===== src/hdl/pmd_defines.svh =====
`ifndef PMD_DEFINES_SVH
`define PMD_DEFINES_SVH

// ----------------------------------------------------------------
// Register offsets on the APB window
// ----------------------------------------------------------------
`define PMD_OFS_PAGE     8'h00
`define PMD_OFS_PWR_A    8'h04
`define PMD_OFS_PWR_C    8'h08
`define PMD_OFS_PROT_M   8'h0c
`define PMD_OFS_PROT_S   8'h10

// ----------------------------------------------------------------
// Reset values and field positions
// ----------------------------------------------------------------
`define PMD_PAGE_RST     8'h00
`define PMD_PWR_A_RST    8'h00
`define PMD_PWR_C_RST    8'h00
`define PMD_LP_BIT       0
`define PMD_BLK_PAGE_BIT 1
`define PMD_BLK_ADDR_BIT 2
`define PMD_BLK_FTCH_BIT 0
`define PMD_BLK_RD_BIT   1
`define PMD_BLK_WR_BIT   2

// ----------------------------------------------------------------
// Address windows of the memory map
// ----------------------------------------------------------------
`define PMD_SRAM_LO      16'h0000
`define PMD_SRAM_HI      16'h1fff
`define PMD_CTL_LO       16'h2000
`define PMD_CTL_HI       16'h20ff
`define PMD_M0_LO        16'h0000
`define PMD_M0_HI        16'h3fff
`define PMD_M1_LO        16'h4000
`define PMD_M1_HI        16'h7fff
`define PMD_PG_LO_LO     16'h8000
`define PMD_PG_LO_HI     16'hbfff
`define PMD_PG_HI_LO     16'hc000
`define PMD_PG_HI_HI     16'hffff
`define PMD_S0_LO        16'h8000
`define PMD_S0_HI        16'h9fff
`define PMD_S1_LO        16'ha000
`define PMD_S1_HI        16'hbfff
`define PMD_S2_LO        16'hc000
`define PMD_S2_HI        16'hdfff
`define PMD_S3_LO        16'he000
`define PMD_S3_HI        16'hffff
`define PMD_NUM_PAGES    3

// ----------------------------------------------------------------
// Timing
// ----------------------------------------------------------------
`define PMD_CLK_MHZ      10
`define PMD_LP_DELAY_NS  200
`define PMD_LP_CYC ((`PMD_LP_DELAY_NS*`PMD_CLK_MHZ+999)/1000)

`endif


===== src/hdl/pmd_pkg.sv =====
package pmd_pkg;

  // Host cycle as seen by the decode array
  typedef struct packed {
    logic [15:0] addr;   // Host address
    logic        fetch;  // Program-space fetch
    logic        rd;     // Data-space read
    logic        wr;     // Data-space write
  } pmd_bus_t;

  // One chip select per memory element
  typedef struct packed {
    logic       sram_select;
    logic       ctl_block_sel;
    logic [3:0] second_flash_sel;
    logic [7:0] main_sector_sel;
  } pmd_sel_t;

  // Low-power evaluation state
  typedef enum logic [0:0] {
    PMD_SETTLED,
    PMD_EVAL
  } pmd_lp_state_t;

endpackage : pmd_pkg


===== src/hdl/pmd_decode.sv =====
`timescale 1ns/1ps
`include "pmd_defines.svh"

module pmd_decode (
  input  pmd_pkg::pmd_bus_t bus,   // Effective host cycle
  input  wire logic [7:0]   page,  // Effective page value
  output pmd_pkg::pmd_sel_t sel    // Prioritised selects
);

  function automatic logic in_rng(input logic [15:0] a,
                                  input logic [15:0] lo,
                                  input logic [15:0] hi);
    return (a >= lo) && (a <= hi);
  endfunction : in_rng

  // ----------------------------------------------------------------
  // Decode array
  // ----------------------------------------------------------------
  // Data space wins if the host ever flags both, keeping selects one-hot
  always_comb
  begin
    logic       prog;
    logic       data;
    logic [7:0] main;
    logic [3:0] sec;
    logic       sram;
    logic       ctl;
    sec  = 4'h0;
    main = 8'h00;
    prog = bus.fetch & ~(bus.rd | bus.wr);
    data = bus.rd | bus.wr;
    // No hole for core-internal RAM or registers
    sram = data & in_rng(bus.addr, `PMD_SRAM_LO, `PMD_SRAM_HI);
    ctl  = data & in_rng(bus.addr, `PMD_CTL_LO, `PMD_CTL_HI);
    sec[0] = data & in_rng(bus.addr, `PMD_S0_LO, `PMD_S0_HI);
    sec[1] = data & in_rng(bus.addr, `PMD_S1_LO, `PMD_S1_HI);
    sec[2] = data & in_rng(bus.addr, `PMD_S2_LO, `PMD_S2_HI);
    sec[3] = data & in_rng(bus.addr, `PMD_S3_LO, `PMD_S3_HI);
    sec    = sec & {4{~(sram | ctl)}};
    main[0] = prog & in_rng(bus.addr, `PMD_M0_LO, `PMD_M0_HI);
    main[1] = prog & in_rng(bus.addr, `PMD_M1_LO, `PMD_M1_HI);
    for (int p = 0; p < `PMD_NUM_PAGES; p++)
    begin
      main[2 + 2*p] = prog & (page == 8'(p)) &
                      in_rng(bus.addr, `PMD_PG_LO_LO, `PMD_PG_LO_HI);
      main[3 + 2*p] = prog & (page == 8'(p)) &
                      in_rng(bus.addr, `PMD_PG_HI_LO, `PMD_PG_HI_HI);
    end
    // Secondary flash, SRAM and register block all outrank main flash
    main = main & {8{~((|sec) | sram | ctl)}};
    sel.sram_select      = sram;
    sel.ctl_block_sel    = ctl;
    sel.second_flash_sel = sec;
    sel.main_sector_sel  = main;
  end

endmodule : pmd_decode


===== src/hdl/pmd_lp_gate.sv =====
`timescale 1ns/1ps
`include "pmd_defines.svh"

module pmd_lp_gate #(
  parameter int W   = 27,          // Width of watched inputs
  parameter int CYC = `PMD_LP_CYC  // Extra delay in low power
) (
  input  wire logic         pclk,    // Clock
  input  wire logic         presetn, // Async reset, low
  input  wire logic         lp_en,   // Low-power mode
  input  wire logic [W-1:0] watch,   // Array inputs
  input  pmd_pkg::pmd_sel_t sel_in,  // Fresh decode
  output pmd_pkg::pmd_sel_t sel_out  // Held selects
);

  logic [W-1:0]          watch_q;
  logic [7:0]            cnt_q;
  pmd_pkg::pmd_lp_state_t st_q;
  pmd_pkg::pmd_sel_t     sel_q;
  logic                  changed;

  assign changed = (watch != watch_q);
  assign sel_out = sel_q;

  // Last seen inputs, to spot a transition
  always_ff @(posedge pclk or negedge presetn)
  begin
    if (!presetn)
      watch_q <= '0;
    else
      watch_q <= watch;
  end

  // Fast: follow every cycle. Low power: sleep, wake on change, settle late
  always_ff @(posedge pclk or negedge presetn)
  begin
    if (!presetn)
    begin
      sel_q <= '0;
      st_q  <= pmd_pkg::PMD_SETTLED;
      cnt_q <= 8'h00;
    end
    else if (!lp_en)
    begin
      sel_q <= sel_in;
      st_q  <= pmd_pkg::PMD_SETTLED;
      cnt_q <= 8'h00;
    end
    else if (changed)
    begin
      st_q  <= pmd_pkg::PMD_EVAL;
      cnt_q <= 8'(CYC);
    end
    else
    begin
      case (st_q)
        pmd_pkg::PMD_EVAL:
          if (cnt_q <= 8'h01)
          begin
            sel_q <= sel_in;
            st_q  <= pmd_pkg::PMD_SETTLED;
          end
          else
            cnt_q <= cnt_q - 8'h01;
        default: ;
      endcase
    end
  end

  a_lp_hold_sel: assert property (@(posedge pclk) disable iff (!presetn)
    (lp_en && !changed && st_q == pmd_pkg::PMD_SETTLED) |=> $stable(sel_q))
    else $error("Selects moved while asleep");

endmodule : pmd_lp_gate


===== src/hdl/pmd_top.sv =====
`timescale 1ns/1ps
`include "pmd_defines.svh"

// Function
// - SRAM select for data accesses 0x0000 to 0x1FFF.
// - Register block select for data accesses 0x2000 to 0x20FF.
// - Main sector 0 for program addresses 0x0000 to 0x3FFF, any page.
// - Main sector 1 for program addresses 0x4000 to 0x7FFF, any page.
// - Page 0 maps main sectors 2 and 3 into upper program space.
// - Page 1 maps main sectors 4 and 5 into upper program space.
// - Page 2 maps main sectors 6 and 7 into upper program space.
// - Secondary sectors 0, 1 at data 0x8000-0x9FFF, 0xA000-0xBFFF.
// - Secondary sectors 2, 3 at data 0xC000-0xDFFF, 0xE000-0xFFFF.
// - Main flash on program fetches only; the rest on data cycles.
// - Data selects never carve out core-internal RAM or registers.
// - Arrays fast after reset; writing low-power bit 1 slows them.
// - In low power, hold selects until inputs change, then settle late.
// - Two power control registers hold bits blocking array inputs.
// - Two read-only registers report sector write protection.
// - Eight-bit page register, read and written, drives decoding.
// - Page register clears to zero on reset.
// - Secondary flash outranks main flash where they overlap.
// - SRAM and register block outrank any flash sector.

module pmd_top #(
  parameter int LP_CYC = `PMD_LP_CYC  // Low-power settle cycles
) (
  input  wire logic         pclk,           // APB clock
  input  wire logic         presetn,        // Async reset, low
  input  wire logic         psel,           // APB select
  input  wire logic         penable,        // APB enable
  input  wire logic         pwrite,         // APB direction
  input  wire logic [7:0]   paddr,          // APB byte address
  input  wire logic [31:0]  pwdata,         // APB write data
  output logic [31:0]       prdata,         // APB read data
  output logic              pready,         // APB ready
  output logic              pslverr,        // APB error
  input  pmd_pkg::pmd_bus_t host_bus,       // Host cycle
  input  wire logic [7:0]   main_protect,   // Main sector lock
  input  wire logic [3:0]   second_protect, // Secondary lock
  output pmd_pkg::pmd_sel_t sel             // Chip selects
);

  // ----------------------------------------------------------------
  // Declarations
  // ----------------------------------------------------------------
  logic [7:0]        page_q;
  logic [7:0]        pwr_a_q;
  logic [7:0]        pwr_c_q;
  logic [31:0]       prdata_q;
  logic              pready_q;
  logic              pslverr_q;
  logic              access;
  logic              fire;
  logic              wr_fire;
  logic [7:0]        rd_byte;
  pmd_pkg::pmd_bus_t held_bus_q;
  logic [7:0]        held_page_q;
  pmd_pkg::pmd_bus_t eff_bus;
  logic [7:0]        eff_page;
  pmd_pkg::pmd_sel_t dec_sel;
  logic              lp_en;

  function automatic logic is_mapped(input logic [7:0] a);
    return (a == `PMD_OFS_PAGE)   || (a == `PMD_OFS_PWR_A) ||
           (a == `PMD_OFS_PWR_C)  || (a == `PMD_OFS_PROT_M) ||
           (a == `PMD_OFS_PROT_S);
  endfunction : is_mapped

  // ----------------------------------------------------------------
  // APB slave
  // ----------------------------------------------------------------
  // One wait state so read data and ready can come from flops
  assign access  = psel & penable;
  assign fire    = access & pready_q;
  assign wr_fire = fire & pwrite;
  assign prdata  = prdata_q;
  assign pready  = pready_q;
  assign pslverr = pslverr_q;

  // Read mux; protection bits are live status, not stored
  always_comb
  begin
    rd_byte = 8'h00;
    case (paddr)
      `PMD_OFS_PAGE:   rd_byte = page_q;
      `PMD_OFS_PWR_A:  rd_byte = pwr_a_q;
      `PMD_OFS_PWR_C:  rd_byte = pwr_c_q;
      `PMD_OFS_PROT_M: rd_byte = main_protect;
      `PMD_OFS_PROT_S: rd_byte = {4'h0, second_protect};
      default:         rd_byte = 8'h00;
    endcase
  end

  // Ready toggles up for exactly one cycle per access phase
  always_ff @(posedge pclk or negedge presetn)
  begin
    if (!presetn)
      pready_q <= 1'b0;
    else
      pready_q <= access & ~pready_q;
  end

  // Read data and error are captured together with ready
  always_ff @(posedge pclk or negedge presetn)
  begin
    if (!presetn)
    begin
      prdata_q  <= 32'h00000000;
      pslverr_q <= 1'b0;
    end
    else if (access & ~pready_q)
    begin
      prdata_q  <= {24'h000000, rd_byte};
      pslverr_q <= ~is_mapped(paddr);
    end
    else
    begin
      prdata_q  <= 32'h00000000;
      pslverr_q <= 1'b0;
    end
  end

  // ----------------------------------------------------------------
  // Control registers
  // ----------------------------------------------------------------
  // Page register feeds the paged main flash decode
  always_ff @(posedge pclk or negedge presetn)
  begin
    if (!presetn)
      page_q <= `PMD_PAGE_RST;
    else if (wr_fire && paddr == `PMD_OFS_PAGE)
      page_q <= pwdata[7:0];
  end

  // Low-power bit and input-block bits, register A
  always_ff @(posedge pclk or negedge presetn)
  begin
    if (!presetn)
      pwr_a_q <= `PMD_PWR_A_RST;
    else if (wr_fire && paddr == `PMD_OFS_PWR_A)
      pwr_a_q <= pwdata[7:0];
  end

  // Cycle-type block bits, register C
  always_ff @(posedge pclk or negedge presetn)
  begin
    if (!presetn)
      pwr_c_q <= `PMD_PWR_C_RST;
    else if (wr_fire && paddr == `PMD_OFS_PWR_C)
      pwr_c_q <= pwdata[7:0];
  end

  // Protection status offsets accept writes but store nothing
  assign lp_en = pwr_a_q[`PMD_LP_BIT];

  // ----------------------------------------------------------------
  // Input blocking
  // ----------------------------------------------------------------
  // A blocked input is frozen at its last value, so the array sees no
  // transitions from it; software must block only idle signals
  always_comb
  begin
    eff_bus  = host_bus;
    eff_page = page_q;
    if (pwr_a_q[`PMD_BLK_PAGE_BIT])
      eff_page = held_page_q;
    if (pwr_a_q[`PMD_BLK_ADDR_BIT])
      eff_bus.addr = held_bus_q.addr;
    if (pwr_c_q[`PMD_BLK_FTCH_BIT])
      eff_bus.fetch = held_bus_q.fetch;
    if (pwr_c_q[`PMD_BLK_RD_BIT])
      eff_bus.rd = held_bus_q.rd;
    if (pwr_c_q[`PMD_BLK_WR_BIT])
      eff_bus.wr = held_bus_q.wr;
  end

  // Hold what the array last saw
  always_ff @(posedge pclk or negedge presetn)
  begin
    if (!presetn)
    begin
      held_bus_q  <= '0;
      held_page_q <= 8'h00;
    end
    else
    begin
      held_bus_q  <= eff_bus;
      held_page_q <= eff_page;
    end
  end

  // ----------------------------------------------------------------
  // Decode and power gate
  // ----------------------------------------------------------------
  pmd_decode u_decode (
    .bus  (eff_bus),
    .page (eff_page),
    .sel  (dec_sel)
  );

  // Selects leave through a flop; in low power the host must allow
  // the extra settle cycles with a wait state
  pmd_lp_gate #(
    .W   ($bits(pmd_pkg::pmd_bus_t) + 8),
    .CYC (LP_CYC)
  ) u_lp_gate (
    .pclk    (pclk),
    .presetn (presetn),
    .lp_en   (lp_en),
    .watch   ({eff_bus, eff_page}),
    .sel_in  (dec_sel),
    .sel_out (sel)
  );

  // ----------------------------------------------------------------
  // Assertions
  // ----------------------------------------------------------------
  a_sram_window: assert property (@(posedge pclk) disable iff (!presetn)
    (!lp_en && (eff_bus.rd || eff_bus.wr) && !eff_bus.fetch &&
     eff_bus.addr <= `PMD_SRAM_HI) |=> sel.sram_select)
    else $error("SRAM select missing");

  a_ctl_window: assert property (@(posedge pclk) disable iff (!presetn)
    (!lp_en && (eff_bus.rd || eff_bus.wr) &&
     eff_bus.addr >= `PMD_CTL_LO && eff_bus.addr <= `PMD_CTL_HI)
    |=> sel.ctl_block_sel)
    else $error("Register block select missing");

  a_common_low: assert property (@(posedge pclk) disable iff (!presetn)
    (!lp_en && eff_bus.fetch && !eff_bus.rd && !eff_bus.wr &&
     eff_bus.addr <= `PMD_M0_HI) |=> sel.main_sector_sel == 8'h01)
    else $error("Main sector 0 select wrong");

  a_common_high: assert property (@(posedge pclk) disable iff (!presetn)
    (!lp_en && eff_bus.fetch && !eff_bus.rd && !eff_bus.wr &&
     eff_bus.addr[15:14] == 2'b01) |=> sel.main_sector_sel == 8'h02)
    else $error("Main sector 1 select wrong");

  a_page_zero: assert property (@(posedge pclk) disable iff (!presetn)
    (!lp_en && eff_bus.fetch && !eff_bus.rd && !eff_bus.wr &&
     eff_page == 8'h00 && eff_bus.addr[15])
    |=> sel.main_sector_sel == ($past(eff_bus.addr[14]) ? 8'h08 : 8'h04))
    else $error("Page 0 sector wrong");

  a_page_one: assert property (@(posedge pclk) disable iff (!presetn)
    (!lp_en && eff_bus.fetch && !eff_bus.rd && !eff_bus.wr &&
     eff_page == 8'h01 && eff_bus.addr[15])
    |=> sel.main_sector_sel == ($past(eff_bus.addr[14]) ? 8'h20 : 8'h10))
    else $error("Page 1 sector wrong");

  a_page_two: assert property (@(posedge pclk) disable iff (!presetn)
    (!lp_en && eff_bus.fetch && !eff_bus.rd && !eff_bus.wr &&
     eff_page == 8'h02 && eff_bus.addr[15])
    |=> sel.main_sector_sel == ($past(eff_bus.addr[14]) ? 8'h80 : 8'h40))
    else $error("Page 2 sector wrong");

  a_second_sel: assert property (@(posedge pclk) disable iff (!presetn)
    (!lp_en && (eff_bus.rd || eff_bus.wr) && eff_bus.addr[15])
    |=> sel.second_flash_sel == 4'(4'h1 << $past(eff_bus.addr[14:13])))
    else $error("Secondary select wrong");

  a_space_split: assert property (@(posedge pclk) disable iff (!presetn)
    (sel.main_sector_sel != 8'h00) |-> (sel.second_flash_sel == 4'h0 &&
     !sel.sram_select && !sel.ctl_block_sel))
    else $error("Main and data selects together");

  a_one_hot: assert property (@(posedge pclk) disable iff (!presetn)
    $onehot0(sel))
    else $error("More than one select active");

  a_page_write: assert property (@(posedge pclk) disable iff (!presetn)
    (wr_fire && paddr == `PMD_OFS_PAGE) |=> page_q == $past(pwdata[7:0]))
    else $error("Page register not written");

  a_lp_write: assert property (@(posedge pclk) disable iff (!presetn)
    (wr_fire && paddr == `PMD_OFS_PWR_A) |=> lp_en == $past(pwdata[0]))
    else $error("Low-power bit not written");

  a_prot_ro: assert property (@(posedge pclk) disable iff (!presetn)
    (wr_fire && (paddr == `PMD_OFS_PROT_M || paddr == `PMD_OFS_PROT_S))
    |=> ($stable(page_q) && $stable(pwr_a_q) && $stable(pwr_c_q)))
    else $error("Write to status register had effect");

  a_block_page: assert property (@(posedge pclk) disable iff (!presetn)
    pwr_a_q[`PMD_BLK_PAGE_BIT] |-> $stable(eff_page))
    else $error("Blocked page reached array");

  a_apb_answer: assert property (@(posedge pclk) disable iff (!presetn)
    (access && !pready_q) |=> pready_q ##1 !pready_q)
    else $error("Ready not one cycle after access");

  // ----------------------------------------------------------------
  // Map edges, register reads and writes, and input freezing
  // ----------------------------------------------------------------
  a_second_high: assert property (@(posedge pclk) disable iff (!presetn)
    (!lp_en && (eff_bus.rd || eff_bus.wr) && eff_bus.addr[15:14] == 2'b11)
    |=> sel.second_flash_sel == ($past(eff_bus.addr[13]) ? 4'h8 : 4'h4))
    else $error("Upper secondary select wrong");

  a_page_high: assert property (@(posedge pclk) disable iff (!presetn)
    (!lp_en && eff_bus.fetch && !eff_bus.rd && !eff_bus.wr &&
     eff_page > 8'h02 && eff_bus.addr[15]) |=> sel.main_sector_sel == 8'h00)
    else $error("Unmapped page selected flash");

  a_data_gap: assert property (@(posedge pclk) disable iff (!presetn)
    (!lp_en && (eff_bus.rd || eff_bus.wr) && !eff_bus.addr[15] &&
     eff_bus.addr > `PMD_CTL_HI) |=> sel == '0)
    else $error("Select in unmapped data gap");

  a_page_read: assert property (@(posedge pclk) disable iff (!presetn)
    (access && !pready_q && !pwrite && paddr == `PMD_OFS_PAGE)
    |=> prdata[7:0] == $past(page_q))
    else $error("Page register read wrong");

  a_prot_read: assert property (@(posedge pclk) disable iff (!presetn)
    (access && !pready_q && !pwrite && paddr == `PMD_OFS_PROT_M)
    |=> prdata[7:0] == $past(main_protect))
    else $error("Protection status read wrong");

  a_pwr_c_write: assert property (@(posedge pclk) disable iff (!presetn)
    (wr_fire && paddr == `PMD_OFS_PWR_C) |=> pwr_c_q == $past(pwdata[7:0]))
    else $error("Power register C not written");

  a_block_addr: assert property (@(posedge pclk) disable iff (!presetn)
    pwr_a_q[`PMD_BLK_ADDR_BIT] |-> $stable(eff_bus.addr))
    else $error("Blocked address reached array");

  a_block_read: assert property (@(posedge pclk) disable iff (!presetn)
    pwr_c_q[`PMD_BLK_RD_BIT] |-> $stable(eff_bus.rd))
    else $error("Blocked read strobe reached array");

  // No disable here, so the first edge after release is seen
  a_page_reset: assert property (@(posedge pclk)
    $rose(presetn) |-> page_q == `PMD_PAGE_RST)
    else $error("Page not cleared by reset");

  a_lp_reset: assert property (@(posedge pclk)
    $rose(presetn) |-> !lp_en)
    else $error("Low power on after reset");

endmodule : pmd_top


===== config.mk =====
export PLATFORM = sky130hd
export DESIGN_NAME = pmd_top
export DESIGN_NICKNAME = d
export VERILOG_FILES = /design/src/hdl/pmd_pkg.sv /design/src/hdl/pmd_decode.sv /design/src/hdl/pmd_lp_gate.sv /design/src/hdl/pmd_top.sv
export VERILOG_INCLUDE_DIRS = /design/src /design/src/hdl
export SDC_FILE = /design/constraint.sdc
export NUM_CORES = 1
export LEC_CHECK = 0
export ABC_AREA = 1
export BUFFER_PORTS_ARGS = -buffer_cell sky130_fd_sc_hd__buf_2
export CORE_ASPECT_RATIO = 2
export CORE_MARGIN = 8
export CORE_UTILIZATION = 48
export CTS_CLUSTER_SIZE = 14
export DETAILED_ROUTE_END_ITERATION = 10
export GPL_TIMING_DRIVEN = 0
export HOLD_SLACK_MARGIN = 0.15
export PLACE_DENSITY = 0.87
export SLEW_MARGIN = 40
export SYNTH_ARGS = -nofsm -noshare
export SYNTH_HDL_FRONTEND = slang
export SYNTH_SLANG_ARGS = --single-unit

===== constraint.sdc =====
create_clock -name pclk -period 1.72 [get_ports pclk]
set_clock_uncertainty 0.15 [all_clocks]
set_input_delay 0.086 -clock pclk [delete_from_list [all_inputs] [get_ports pclk]]
set_output_delay 0.086 -clock pclk [all_outputs]
set_load 0.02 [all_outputs]

==> summary.md <==
| Metric | Value |
|---|---|
| Status | complete, but fails checks |
| Failing checks | setup timing |
| Compound-Gate Fraction of Synth Area | 0.1122 |
| Routed WL | 14.72 mm |
| Crit-path max FO | 10 |
| Fillers | 634 |
| CP arrival | 2100 ps |
| Routability congestion estimate | 0.9137 |
| Post-synthesis xor/xnor area fraction | 0.01351 |
| Die area | 13010 um^2 |
| Global-route wire length before repair | 23.09 mm |
| HP Class | in -> reg |
| Critical path endpoint category | register |
| Yosys top cell by area | dfrtp_1 |
| Post-synth top cells | 154 x nand2_1, 88 x inv_1, 84 x dfrtp_1, 58 x o21ai_0, 50 x nor2_1 |
| Post-Syn Area | 4539 um^2 |
| Clock buffer depth | 2 |
| Setup TNS after final layout | -4797 ps |
| PD cells | 750.3 nW/um^2 |
| RSZ-0062 raised after global routing | yes |
| Vias in the first global route | 4949 |
| Critical Path RT | 1840 ps |
| Synth-to-Final Area Change | 40.24% |
| Adder-Cell Fraction of Synth Area | 0.005513 |
| Initial Util | 0.4903 |
| Synth top area share | 0.4631 |
| Synth top area cells | dfrtp_1 46%, nand2_1 13%, inv_1 7.3% |
| Top-level port count | 124 |
| WL per Instance | 16.60 um |
| Sequential share of the synthesized area | 0.4631 |
| Post-synth EDFFs | 0 |
| Flops & latches, synth | 84 |
| Setup crit start kind | register |
| TritonCTS Buffers | 9 |
| Gr ovfl total | 0 |
| Die Y-Extent | 153.5 um |
| NumNets Final | 856 |
| Drt drc | 0 |
| Most used flip-flop cell after synthesis | dfrtp_1 |
| Synth cell types | 32 |
| CTS tree | yes |
| Cell count after synthesis | 602 |
| # diodes | 0 |
| Pre-CTS WS | -476.3 ps |
| Maximum vdd drop | 0.8423 mV |
| YS warnings | 0 |
| Post-route ant nets | 0 |
| Clock sinks | 84 |
| Post-synth ARST share | 1.000 |
| Final Hold Fails | 0 |
| Lkg Pwr | 3.358 nW |
| Fraction of synthesized area in multiplexers | 0 |
| Syn_area_per_cell | 7.540 um^2 |
| Final setup margin | -264.0 ps |
| Clk root buf | clkbuf_16 |
| Largest net degree at the start of global routing | 61 |
| Via count | 4825 |
| Dpl hpwl | 9.348 mm |
| Final Max Slew Viols | 0 |
| Max Freq | 0.5040 GHz |
| H-tree Lvls | 3 |
| Cell Rows | 50 |
| Setup violations, final | 23 |
| IO Port Bufs | 75 |
| Tmin final | 1984 ps |
| Initial antenna violation count | 0 |
| Final core occ | 0.6876 |
| CORE AREA | 9259 um^2 |
| Post-Synth Simple-Gate Area | 0.2732 |
| Initial drt markers | 386 |
| Global-route usage over all layers | 0.2222 |
| Period utilisation layout | 1.153 |
| Drt via density | 5.440 |
| Setup CP Type | reg -> reg |
| Die width | 84.77 um |
| Share of layout cells above drive strength 1 | 0.2605 |
| Clock Latency Late Sink | 330 ps |
| Clock transition at path regs | 60 ps |
| Pre-Repair DR Iteration Count | 5 |
| MaxCap Viol Count | 0 |
| Largest family of logic cells by synthesized area | simple AND/OR/NAND/NOR gates |
| Most common cell in the netlist | nand2_1 |
==> worst paths after layout <==
check                                  startpoint                                end  slack, ps  depth (start not counted)
max                        pwr_a_q[2]$_DFFE_PN0P_   u_lp_gate.sel_out[0]$_DFFE_PN0P_       -260                         12
min                               main_protect[6]                prdata[6]$_DFF_PN0_        120                          5
max reg2reg                pwr_a_q[2]$_DFFE_PN0P_   u_lp_gate.sel_out[0]$_DFFE_PN0P_       -260                         12
min reg2reg                pwr_a_q[5]$_DFFE_PN0P_             pwr_a_q[5]$_DFFE_PN0P_        340                          2
max in group asynchronous                 presetn             pwr_a_q[1]$_DFFE_PN0P_        280                          4
min in group asynchronous                 presetn  u_lp_gate.sel_out[12]$_DFFE_PN0P_        570                          3
==> routing by layer <==
metal	part of all wire	global-route usage	wire length (um)	vias to the layer above
met3	0.070	0.05072	1032	85
met2	0.53	0.4020	7787	255
met5	0	0	0	-
met4	0.062	0.1661	917	0
li1	-	-	-	2210
met1	0.34	0.2104	4986	2275
==> power by group <==
group          total (mW)  internal, mW  switching (mW)
logic               0.522         0.225           0.297
clock network        2.22          1.42           0.797
registers            2.03          2.01          0.0242
total                4.78          3.66            1.12
==> sequential cells by signal, summed over array words and instances (netlist names) <==
name               cells
page_q                 8
pwr_c_q                8
u_lp_gate.st_q         1
pslverr                1
u_lp_gate.sel_out     14
held_bus_q             1
u_lp_gate.cnt_q        8
pready                 1
prdata                 8
pwr_a_q                8
u_lp_gate.watch_q     26
==> area by class of cell <==
class / count / area [um^2] / area share
buffer: 39 / 292.8 / 0.04599
clock buffer: 10 / 229.0 / 0.03597
clock inverter: 6 / 111.4 / 0.01749
inverter: 90 / 337.8 / 0.05307
multi-input combinational: 412 / 2115 / 0.3322
sequential: 84 / 2105 / 0.3306
tap: 104 / 130.1 / 0.02044
timing repair buffer: 142 / 1046 / 0.1643
==> cells by family (layout without fill, tap and decap cells) <==
kind of cell    after synthesis  after routing
compound gates               95             95
other cells                   1             24
simple gates                284            284
xor+xnor                      7              7
flops                        84             84
buf+inv                     129            287
fa+ha+maj                     2              2
==> repair_timing <==
action	CTS	global route
buffers inserted	8	8
endpoints found under the hold margin	137	1
resized for setup	29	46
setup endpoints to repair	49	56
pin swaps	4	9
gates cloned	2	0
hold buffers	46	2
==> critical path, cell delays in order (launching register included) <==
cell and delay [ps]:
dfrtp_1 400, inv_2 100, clkbuf_4 190, nand3_1 80, nand2_1 70, nor2_2 120, nand2_1 120, nor2_4 180
nand3_4 130, nand2_4 120, buf_6 110, nand2_1 50, nand2_1 80
==> per-stage QoR <==
stage	instance area (um^2)	power (mW)	cells	hold WS, ps
6_report	6366	4.776	887	123.7
5_1_grt	6366	4.934	887	155.5
4_1_cts	6148	4.762	877	19.80
3_5_place_dp	5190	2.469	805	-188.0
3_3_place_gp	5156	2.440	804	205.2
2_1_floorplan	4651	2.303	625	-359.6
==> layout by cell type (no fill, tap or decap), types with 2 or more instances in the layout <==
cell type / synthesis / layout
o21ai_0: 58 / 57
nand3_1: 38 / 33
nand3_2: 0 / 5
buf_2: 4 / 74
o22ai_1: 4 / 4
xor2_1: 5 / 4
nor2_1: 50 / 35
clkbuf_16: 0 / 9
nor3_1: 13 / 11
nor2_2: 3 / 13
nor2_4: 2 / 7
a21oi_1: 20 / 18
nand2_2: 1 / 13
o21ai_1: 2 / 3
conb_1: 1 / 24
clkbuf_2: 0 / 6
dfrtp_2: 0 / 2
bufinv_16: 0 / 3
o21bai_1: 10 / 10
buf_6: 2 / 11
dlygate4sd3_1: 0 / 47
ha_2: 0 / 2
nand3b_1: 9 / 9
nand2_1: 154 / 141
dfrtp_1: 84 / 82
inv_2: 2 / 4
buf_4: 25 / 39
nand4_1: 8 / 8
xnor2_1: 2 / 2
inv_1: 88 / 86
Power figures use the tool's default switching activity.
